## src/dawc_map.svh

```systemverilog
// Register offsets, field positions, reset values and timing counts of the wrap control block
`ifndef DAWC_MAP_SVH
`define DAWC_MAP_SVH
`define DAWC_OFF_CTRL 8'h00
`define DAWC_OFF_SRC_INIT 8'h04
`define DAWC_OFF_DST_INIT 8'h08
`define DAWC_OFF_LENGTH 8'h0C
`define DAWC_OFF_CUR_SRC 8'h14
`define DAWC_OFF_CUR_DST 8'h18
`define DAWC_OFF_CUR_CNT 8'h1C
`define DAWC_OFF_IRQ_MASK 8'h20
`define DAWC_OFF_IRQ_STAT 8'h24
`define DAWC_OFF_GATE 8'h28
`define DAWC_CTRL_RESET 32'h0000_0000
`define DAWC_CTRL_WMASK 32'h0018_F0F0
`define DAWC_WIS_HALF 14
`define DAWC_WIS_FULL 12
`define DAWC_DAM_LSB 6
`define DAWC_SAM_LSB 4
`define DAWC_USS_LSB 19
`define DAWC_MODE_INC 2'b00
`define DAWC_MODE_FIX 2'b10
`define DAWC_MODE_WRAP 2'b11
`define DAWC_USS_WORD 2'b00
`define DAWC_USS_BYTE 2'b01
`define DAWC_USS_HALF 2'b10
`define DAWC_IRQ_HALF 0
`define DAWC_IRQ_FULL 1
`define DAWC_IRQ_DONE 2
`define DAWC_UNIT_CYCLES 2
`endif

```

## src/dawc_pkg.sv

```systemverilog
// Types shared by the wrap control block
package dawc_pkg;
  typedef enum logic [1:0] {DAWC_IDLE, DAWC_READ, DAWC_WRITE} dawc_state_e;
  typedef struct packed {
    logic [31:0] src;
    logic [31:0] dst;
    logic [31:0] cnt;
  } dawc_ptrs_s;
endpackage

```

## src/dawc_ptr_step.sv

```systemverilog
// Next pointer value for one address mode
`timescale 1ns/10ps
`include "dawc_map.svh"
module dawc_ptr_step
  import dawc_pkg::*;
(
  input wire logic [31:0] i_ptr,
  input wire logic [31:0] i_init,
  input wire logic [1:0] i_mode,
  input wire logic [2:0] i_step,
  input wire logic i_wrap,
  output logic [31:0] o_next
);
  always_comb begin
    case (i_mode)
      `DAWC_MODE_INC: o_next = i_ptr + {29'h0000_0000, i_step};
      `DAWC_MODE_FIX: o_next = i_ptr;
      `DAWC_MODE_WRAP: o_next = i_wrap ? i_init : i_ptr + {29'h0000_0000, i_step};
      default: o_next = i_ptr;
    endcase
  end
endmodule // dawc_ptr_step

```

## src/dawc_top.sv

```systemverilog
// Address wrap control and wrap interrupts of one DMA channel
//
// Our own choices: the register offsets and the Wishbone register port.
`timescale 1ns/10ps
`include "dawc_map.svh"
module dawc_top
  import dawc_pkg::*;
(
  input wire logic I_CLK,
  input wire logic I_RST,
  input wire logic I_WB_CYC,
  input wire logic I_WB_STB,
  input wire logic I_WB_WE,
  input wire logic [7:0] I_WB_ADR,
  input wire logic [3:0] I_WB_SEL,
  input wire logic [31:0] I_WB_DAT,
  output logic [31:0] O_WB_DAT,
  output logic O_WB_ACK,
  input wire logic I_START,
  output logic O_BUSY,
  output logic O_RD_STB,
  output logic O_WR_STB,
  output logic [31:0] O_SRC_ADDR,
  output logic [31:0] O_DST_ADDR,
  output logic O_IRQ
);
  typedef struct packed {
    logic [31:0] ctrl;
    logic [31:0] src_init;
    logic [31:0] dst_init;
    logic [31:0] length;
    logic [2:0] mask;
    logic [2:0] stat;
    logic gate;
    dawc_ptrs_s cur;
    dawc_state_e state;
    logic half_done;
    logic staged;
    logic [31:0] rdat;
    logic ack;
    logic rd_stb;
    logic wr_stb;
    logic irq;
    logic busy;
  } dawc_regs_s;

  dawc_regs_s r;
  dawc_regs_s next_r;
  logic [2:0] step;
  logic wrap_any;
  logic unit_last;
  logic [31:0] next_src;
  logic [31:0] next_dst;
  logic [1:0] dam;
  logic [1:0] sam;
  logic [1:0] uss;
  logic wb_req;
  logic [2:0] events;
  logic [31:0] rd_mux;
  logic [31:0] ctrl_wmask;
  logic [31:0] cnt_after;

  assign dam = r.ctrl[`DAWC_DAM_LSB +: 2];
  assign sam = r.ctrl[`DAWC_SAM_LSB +: 2];
  assign uss = r.ctrl[`DAWC_USS_LSB +: 2];
  assign wrap_any = (dam == `DAWC_MODE_WRAP) || (sam == `DAWC_MODE_WRAP);
  assign wb_req = I_WB_CYC && I_WB_STB && !r.ack;
  // Sliced per byte lane so that reserved control bits stay zero, except unused bits 13 and 15, which the mask passes
  assign ctrl_wmask = `DAWC_CTRL_WMASK;

  always_comb begin
    case (uss)
      `DAWC_USS_BYTE: step = 3'h1;
      `DAWC_USS_HALF: step = 3'h2;
      default: step = 3'h4;
    endcase
  end

  // Last unit when the remaining count would reach zero
  assign unit_last = (r.cur.cnt <= {29'h0000_0000, step});
  // A short last unit ends at zero rather than wrapping the count below it
  assign cnt_after = unit_last ? 32'h0000_0000 : r.cur.cnt - {29'h0000_0000, step};

  dawc_ptr_step u_src (
    .i_ptr(r.cur.src),
    .i_init(r.src_init),
    .i_mode(sam),
    .i_step(step),
    .i_wrap(unit_last),
    .o_next(next_src)
  );

  dawc_ptr_step u_dst (
    .i_ptr(r.cur.dst),
    .i_init(r.dst_init),
    .i_mode(dam),
    .i_step(step),
    .i_wrap(unit_last),
    .o_next(next_dst)
  );

  always_comb begin
    case (I_WB_ADR)
      `DAWC_OFF_CTRL: rd_mux = r.ctrl;
      `DAWC_OFF_SRC_INIT: rd_mux = r.src_init;
      `DAWC_OFF_DST_INIT: rd_mux = r.dst_init;
      `DAWC_OFF_LENGTH: rd_mux = r.length;
      `DAWC_OFF_CUR_SRC: rd_mux = r.cur.src;
      `DAWC_OFF_CUR_DST: rd_mux = r.cur.dst;
      `DAWC_OFF_CUR_CNT: rd_mux = r.cur.cnt;
      `DAWC_OFF_IRQ_MASK: rd_mux = {29'h0000_0000, r.mask};
      `DAWC_OFF_IRQ_STAT: rd_mux = {29'h0000_0000, r.stat};
      `DAWC_OFF_GATE: rd_mux = {31'h0000_0000, r.gate};
      default: rd_mux = 32'h0000_0000;
    endcase
  end

  always_comb begin
    next_r = r;
    events = 3'b000;
    next_r.ack = wb_req;
    next_r.rd_stb = 1'b0;
    next_r.wr_stb = 1'b0;
    if (wb_req) begin
      next_r.rdat = rd_mux;
    end
    if (wb_req && I_WB_WE) begin
      for (int b = 0; b < 4; b++) begin
        if (I_WB_SEL[b]) begin
          case (I_WB_ADR)
            `DAWC_OFF_CTRL: next_r.ctrl[8*b +: 8] =
                I_WB_DAT[8*b +: 8] & ctrl_wmask[8*b +: 8];
            `DAWC_OFF_SRC_INIT: next_r.src_init[8*b +: 8] = I_WB_DAT[8*b +: 8];
            `DAWC_OFF_DST_INIT: next_r.dst_init[8*b +: 8] = I_WB_DAT[8*b +: 8];
            `DAWC_OFF_LENGTH: next_r.length[8*b +: 8] = I_WB_DAT[8*b +: 8];
            default: begin
            end
          endcase
        end
      end
      if (I_WB_SEL[0]) begin
        if (I_WB_ADR == `DAWC_OFF_IRQ_MASK) begin
          next_r.mask = I_WB_DAT[2:0];
        end
        if (I_WB_ADR == `DAWC_OFF_GATE) begin
          next_r.gate = I_WB_DAT[0];
        end
      end
    end

    case (r.state)
      DAWC_IDLE: begin
        if (I_START && r.gate && r.length != 32'h0000_0000) begin
          next_r.cur.src = r.src_init;
          next_r.cur.dst = r.dst_init;
          next_r.cur.cnt = r.length;
          next_r.half_done = 1'b0;
          next_r.state = DAWC_READ;
          next_r.rd_stb = 1'b1;
        end
      end
      DAWC_READ: begin
        // Unit data now sits in the staging buffer
        next_r.staged = 1'b1;
        if (!r.gate) begin
          next_r.staged = 1'b0;
          next_r.state = DAWC_IDLE;
        end else begin
          next_r.state = DAWC_WRITE;
          next_r.wr_stb = 1'b1;
        end
      end
      DAWC_WRITE: begin
        // The unit already on the bus completes even if the gate drops
        next_r.staged = 1'b0;
        next_r.cur.src = next_src;
        next_r.cur.dst = next_dst;
        next_r.cur.cnt = cnt_after;
        if (wrap_any && r.ctrl[`DAWC_WIS_HALF] && !r.half_done &&
            cnt_after <= {1'b0, r.length[31:1]}) begin
          events[`DAWC_IRQ_HALF] = 1'b1;
          next_r.half_done = 1'b1;
        end
        if (unit_last) begin
          if (wrap_any) begin
            next_r.cur.cnt = r.length;
            next_r.half_done = 1'b0;
            events[`DAWC_IRQ_FULL] = r.ctrl[`DAWC_WIS_FULL];
            next_r.state = r.gate ? DAWC_READ : DAWC_IDLE;
            next_r.rd_stb = r.gate;
          end else begin
            next_r.cur.cnt = 32'h0000_0000;
            events[`DAWC_IRQ_DONE] = 1'b1;
            next_r.state = DAWC_IDLE;
          end
        end else begin
          next_r.state = r.gate ? DAWC_READ : DAWC_IDLE;
          next_r.rd_stb = r.gate;
        end
      end
      default: next_r.state = DAWC_IDLE;
    endcase

    // Read of status clears it, but a same-cycle event survives
    if (wb_req && !I_WB_WE && I_WB_ADR == `DAWC_OFF_IRQ_STAT) begin
      next_r.stat = 3'b000;
    end
    next_r.stat = next_r.stat | events;
    next_r.irq = |(next_r.stat & next_r.mask);
    // Busy kept in a flop so the pin never decodes state on the fly
    next_r.busy = (next_r.state != DAWC_IDLE);
  end

  always_ff @(posedge I_CLK) begin
    if (I_RST) begin
      r <= '0;
    end else begin
      r <= next_r;
    end
  end

  assign O_WB_DAT = r.rdat;
  assign O_WB_ACK = r.ack;
  assign O_BUSY = r.busy;
  assign O_RD_STB = r.rd_stb;
  assign O_WR_STB = r.wr_stb;
  assign O_SRC_ADDR = r.cur.src;
  assign O_DST_ADDR = r.cur.dst;
  assign O_IRQ = r.irq;
endmodule // dawc_top

```

## config.mk

```make
export PLATFORM = sky130hd
export DESIGN_NAME = dawc_top
export DESIGN_NICKNAME = d
export VERILOG_FILES = /design/src/dawc_pkg.sv /design/src/dawc_ptr_step.sv /design/src/dawc_top.sv
export VERILOG_INCLUDE_DIRS = /design/src
export SDC_FILE = /design/constraint.sdc
export NUM_CORES = 1
export LEC_CHECK = 0
export BUFFER_PORTS_ARGS = -buffer_cell sky130_fd_sc_hd__buf_2
export CORE_MARGIN = 5
export CORE_UTILIZATION = 50
export CTS_CLUSTER_SIZE = 8
export DETAILED_ROUTE_END_ITERATION = 10
export PLACE_DENSITY = 0.78
export SLEW_MARGIN = 30
export SYNTH_ARGS = -nofsm -noshare
export SYNTH_HDL_FRONTEND = slang
export SYNTH_SLANG_ARGS = --single-unit
```

## constraint.sdc

```tcl
create_clock -name I_CLK -period 6.3 [get_ports I_CLK]
set_clock_uncertainty 0.2 [all_clocks]
set_input_delay 0.315 -clock I_CLK [delete_from_list [all_inputs] [get_ports I_CLK]]
set_output_delay 0.315 -clock I_CLK [all_outputs]
set_load 0.01 [all_outputs]
```

After elaboration in Yosys (flattened, before gate mapping)
Cells that the tools add are included.
{ "totals": {"ff_bits": 249, "input_bits": 50, "output_inout_bits": 101} }
{ "op_classes": {"magnitude_cmp": 2, "reduce_logical": 42, "n_addsub": 3, "bitwise_logic": 3, "n_mux": 33, "n_eq_ne": 18} }
{ "ops": {"columns": ["operator", "n"], "rows": [
  ["$pmux 32 s10", 1],
  ["$pmux 96 s2", 1],
  ["$mux 32", 4],
  ["$pmux 32 s2", 2],
  ["$mux 99", 1],
  ["$add 32x3->32", 2],
  ["$reduce_and 3->1", 18],
  ["$mux 34", 1],
  ["$le 32x3->1", 1],
  ["$le 32x31->1", 1],
  ["$reduce_bool 32->1", 1],
  ["$sub 32x3->32", 1],
  ["$eq 8x5->1 const B", 3],
  ["$eq 8x6->1 const B", 3],
  ["$eq 8x4->1 const B", 2],
  ["$mux 3", 5],
  ["$mux 1", 11],
  ["$logic_and 1x1->1", 10],
  ["$eq 2x2->1 const B", 4],
  ["$eq 8x3->1 const B", 1],
  ["$logic_not 8->1", 1],
  ["$logic_not 2->1", 3],
  ["$mux 2", 3],
  ["$ne 3x2->1 const B", 2],
  ["other kinds (14)", 19]
]} }

Depth between registers and ports, before layout
{ "depth": {"ltp_word": 11, "depth_mapped": 18, "depth_no_buf": 17} }

Modules after synthesis
From an unflattened synthesis, not the netlist that was laid out.
{ "hier_totals": {"hier_cells": 2175, "area_unflattened_um2": 16154.2} }
{ "by_module_without_submodules": {"columns": ["mod", "area_each_um2", "seq_area_each_um2", "instances", "cells_each"], "rows": [
  ["dawc_top", 13056.3, 4984.8, 1, 1658],
  ["dawc_ptr_step at u_dst", 1605.3, 0.0, 1, 264],
  ["dawc_ptr_step at u_src", 1492.7, 0.0, 1, 253]
]} }

Worst setup path after synthesis
OpenSTA, ideal clock, no wires.
{ "synth_path": {"kind": "flip-flop to flip-flop", "from": "register r[259] in the netlist's numbering", "to": "register r[38] in the netlist's numbering", "setup_slack_ps": 1859, "period_less_slack_ps": 4441, "setup_time_ps": 101, "arrival_time_ps": 4140, "stages_incl_launch_ff": 19, "cell_sequence": "dfxtp_1 inv_1 ha_1 inv_1 ha_1 clkbuf_1 a21oi_1 o21ai_2 nor3_4 clkbuf_1 clkbuf_1 nor2_1 ha_1 a211oi_1 nand2_1 o311a_1 o31ai_1 a31oi_1 o41ai_1"} }
{ "synth_via": {"elab_chain_len": 10, "word_cells_on_any_way": 12, "classes_between": "1 x add/sub; 2 x order compare; 2 x eq/ne; 6 x mux; 1 x reduce/logical"} }
{ "synth_rtl": {"columns": ["item", "line", "source"], "rows": [
  ["start, declared", "dawc_top.sv:47", "dawc_regs_s r;"],
  ["start signal, assigned", "dawc_top.sv:218", "r <= next_r;"],
  ["$eq 2x2->1 or $eq 2x1->1 (tied branches)", "dawc_top.sv:72", "case (uss)"],
  ["$pmux 3 s2 (*)", "dawc_top.sv:72", null],
  ["$sub 32x3->32 or $le 32x3->1 (tied branches)", "dawc_top.sv:82, dawc_top.sv:80", null],
  ["$mux 32", "dawc_top.sv:82", "assign cnt_after = unit_last ? 32'h0000_0000 : r.cur.cnt - {29'h0000_0000, step};"],
  ["$le 32x31->1", "dawc_top.sv:180", "cnt_after <= {1'b0, r.length[31:1]}) begin"],
  ["$logic_and 1x1->1", "dawc_top.sv:179", "if (wrap_any && r.ctrl[`DAWC_WIS_HALF] && !r.half_done &&"],
  ["$mux 1", "dawc_top.sv:179", null],
  ["$mux 1", "dawc_top.sv:185", "if (wrap_any) begin"],
  ["$mux 1 (*)", "dawc_top.sv:184", "if (unit_last) begin"],
  ["$pmux 1 s2 (*)", "dawc_top.sv:151", "case (r.state)"]
]} }
Mark *: on every way between the ends. The rest lies on a longest branch, timed or not.
A chain may end at the register's enable or synchronous reset.

Worst setup path in the final report
Ends and elaborated chain as after synthesis.

==> results.toml <==
[cells_and_area]
drive_gt1_share_pct = 14.9
area_delta_synth_final_pct = 10.2
final_area_sq_um = 16800
fin_cells = 2324
final_nets = 2019
diodes = 0
fill_cells = 2801

[global_route]
globalRouteOverflowTotal = 0
grt_usage_pct = 32.5
grt_pass1_vias = 14700
antenna_found_initial = 1
grt_pass1_wl_mm = 86.9
grt_max_degree = 146

[sta]
setup_viol = 0
hold_violations = 0
drv_slew = 0
fin_crit_sh_pct = 86.2
rsz0062_at_grt = "no"
worst_pin_slew_ns = 1.03
min_period_ns = 5.43
fmax_mhz = 184
tns_ns = 0
relSlewSlack_pct = 30.2

[yosys]
ys_warn_count = 0
synthDistinctLibCells = 73
ys_ff_latch = 249
synthArstFlopShare_pct = 0
synthFlopType = "dfxtp_1"
syn_nets = 2008
synth-edff-count = 0
seq_area_frac_synth_pct = 32.7
synthCells = 1913
synth_area_per_cell_sq_um = 7.96
synthesis.area_sq_um = 15200

[critical_path]
crit_chain = "ha_1 > ha_1 > inv_1 > fa_1 > a211oi_1 > nand2_1 > or4_1 > o2bb2ai_1 > ha_1 > a211oi_1 > a31oi_1 > a2111oi_0 > a31oi_1 > o41ai_1"
path_max_fanout = 4
required_ns = 6.51
cpPeakStageDelay_ns = 0.83
arrival_ns = 5.64
start_kind = "flip-flop"
r2r-start = "r[259]"
worst_path_max_delay_cell = "a2111oi_0"
cp-end-kind = "flip-flop"
critPathKind = "reg2reg"
setup.worst_path.start = "r[259]"
crit_top_cell = "ha_1"

[floorplanning]
die_height_microns = 185
core_area_sq_um = 30300
start_util_pct = 50.2
die_area_sq_um = 34100
rows = 64
die_w_microns = 185
io_pins = 151

[placement]
numPortBuffers = 150
dp_hpwl_mm = 41.2
place_area_sq_um = 15500
dpl.cell_count = 2249
place.gp.congestion = 1.01

[routing]
routed_via_density = 6.80
wire_per_inst_microns = 24.9
drc_errors = 0
first_pass_iters = 6
drt_wl_total_mm = 58.0
first_iter_violations = 2469
ant_nets = 0
vias = 15800

[clocking]
clk_latency_ns = 0.53
root_buffer = "clkbuf_16"
clk_pin_slew_ns = 0.05
cts.sinks = 249
holdBufCountCts = 32
clock_tree.buffer_depth = 3
post_cts_buffers = 0
cts_resized = 0
cts_made_buffers = 37
cts_tree = "built"
htree_levels = 2

[pwr]
peakVddDrop_uv = 210
powerDensity_nw_per_um2 = 209
finalPower_mw = 3.51
total_leakage_power_nw = 6.30

[hold_path]
hp-start = "I_WB_STB"
hold_path_class = "in2reg"

[outcome]
status = "finished, final reports clean"

[job]
maxCapViolCount = 0
==> logic make-up (layout without fill, tap and decap cells) <==
| kind of cell | after synthesis | count (layout) | share of synthesized area (%) |
|---|---|---|---|
| flip-flops | 249 | 249 | 32.7 |
| buffers and inverters | 311 | 326 | 10.2 |
| AO/OA/AOI/OAI | 489 | 489 | 22.7 |
| adder cells (fa/ha/maj) | 45 | 45 | 3.84 |
| AND/OR/NAND/NOR | 680 | 680 | 21.8 |
| XOR/XNOR | 57 | 57 | 3.28 |
| multiplexers | 82 | 82 | 5.54 |
==> report_power, final <==
part	switching [mW]	internal [mW]	leakage, nW
clock	0.723	1.10	0.497
sequential	0.000356	1.58	2.00
combinational	0.0778	0.0360	3.80
total	0.801	2.71	6.30
==> per-stage QoR <==
step	hold slack [ns]	setup slack, ns	utilization, %
floorplan	0.231	1.86	-
global placement	0.241	1.22	50.9
finish	0.0936	0.871	55.3
global route	0.142	0.696	55.3
detailed placement	0.248	1.08	50.9
CTS	0.104	1.03	55.3
==> registers in the layout, indices dropped and copies added, names as in the netlist <==
signal and count:
O_WB_ACK 1, O_DST_ADDR 32, O_WB_DAT 32, r 146, O_WR_STB 1, O_RD_STB 1
dam 2, O_SRC_ADDR 32, O_BUSY 1, O_IRQ 1
==> layout by cell type, fill, tap and decap left out, drive strengths merged, types with 28 or more instances in the layout <==
cell type	instances
clkbuf	39
nand2	179
inv	80
buf	172
dlygate4sd3	32
o21ai	28
a22oi	58
xnor2	33
dfxtp	249
nand3	83
a21oi	165
nor4	40
nand4	34
a221oi	35
nor2	189
nor3	63
mux2i	64
ha	42
==> worst max-delay path: cells and delay by family, from the launching register on <==
family                   cells  cell delay [ns]
flip-flops                   1             0.38
AND/OR/NAND/NOR              2             0.73
AO/OA/AOI/OAI                7             2.78
adder cells (fa/ha/maj)      4             1.19
buffers and inverters        1             0.05
==> area by class of cell <==
type | count | area, sq um | share of cell area (%)
clock buffer | 39 | 943 | 5.62
clock inverter | 4 | 67.6 | 0.402
inverter | 79 | 297 | 1.77
multi-input combinational | 1353 | 8740 | 52.1
sequential | 249 | 4980 | 29.7
tap | 396 | 495 | 2.95
timing repair buffer | 204 | 1250 | 7.48
==> cells in the mapped netlist, types with 13 or more instances <==
cell      instances  area share (%)
ha_1             42             3.4
a22oi_1          58             2.9
mux2i_1          64             4.2
nand4_1          31             1.3
a221oi_1         35             2.0
buf_4            97             4.8
and2_1           13            0.53
o32ai_1          23             1.3
o21ai_0          24            0.79
inv_1            77             1.9
and3_1           16            0.66
nor2_1          189             4.7
a21oi_1         165             5.4
a31o_2           16            0.92
nor3_1           59             1.9
clkbuf_1        113             2.8
mux2_2           18             1.3
nand3_1          83             2.7
a222oi_1         21             1.4
buf_2            15            0.49
xor2_1           24             1.4
a211oi_1         21             1.0
nor4_1           35             1.4
nand2_1         179             4.4
xnor2_1          33             1.9
dfxtp_1         249              33
a21o_1           23             1.1
==> path summary, 6_finish.rpt <==
kind / endpoint / slack (ns) / cells past startpoint
setup / recovery: r[38] / 0.87 / 14
hold reg to reg: O_WB_DAT[1] / 0.25 / 2
hold / removal: O_WB_ACK / 0.09 / 3
setup reg to reg: r[38] / 0.87 / 14
==> per-layer routing <==
metal	track usage, %	wire [microns]	vias up
li1	-	-	6914
met1	41.7	21700	7527
met2	50.5	25300	1095
met3	7.38	6890	274
met4	18.3	4120	2
met5	0	11	-
No activity file was read; power rests on OpenSTA's default activity.
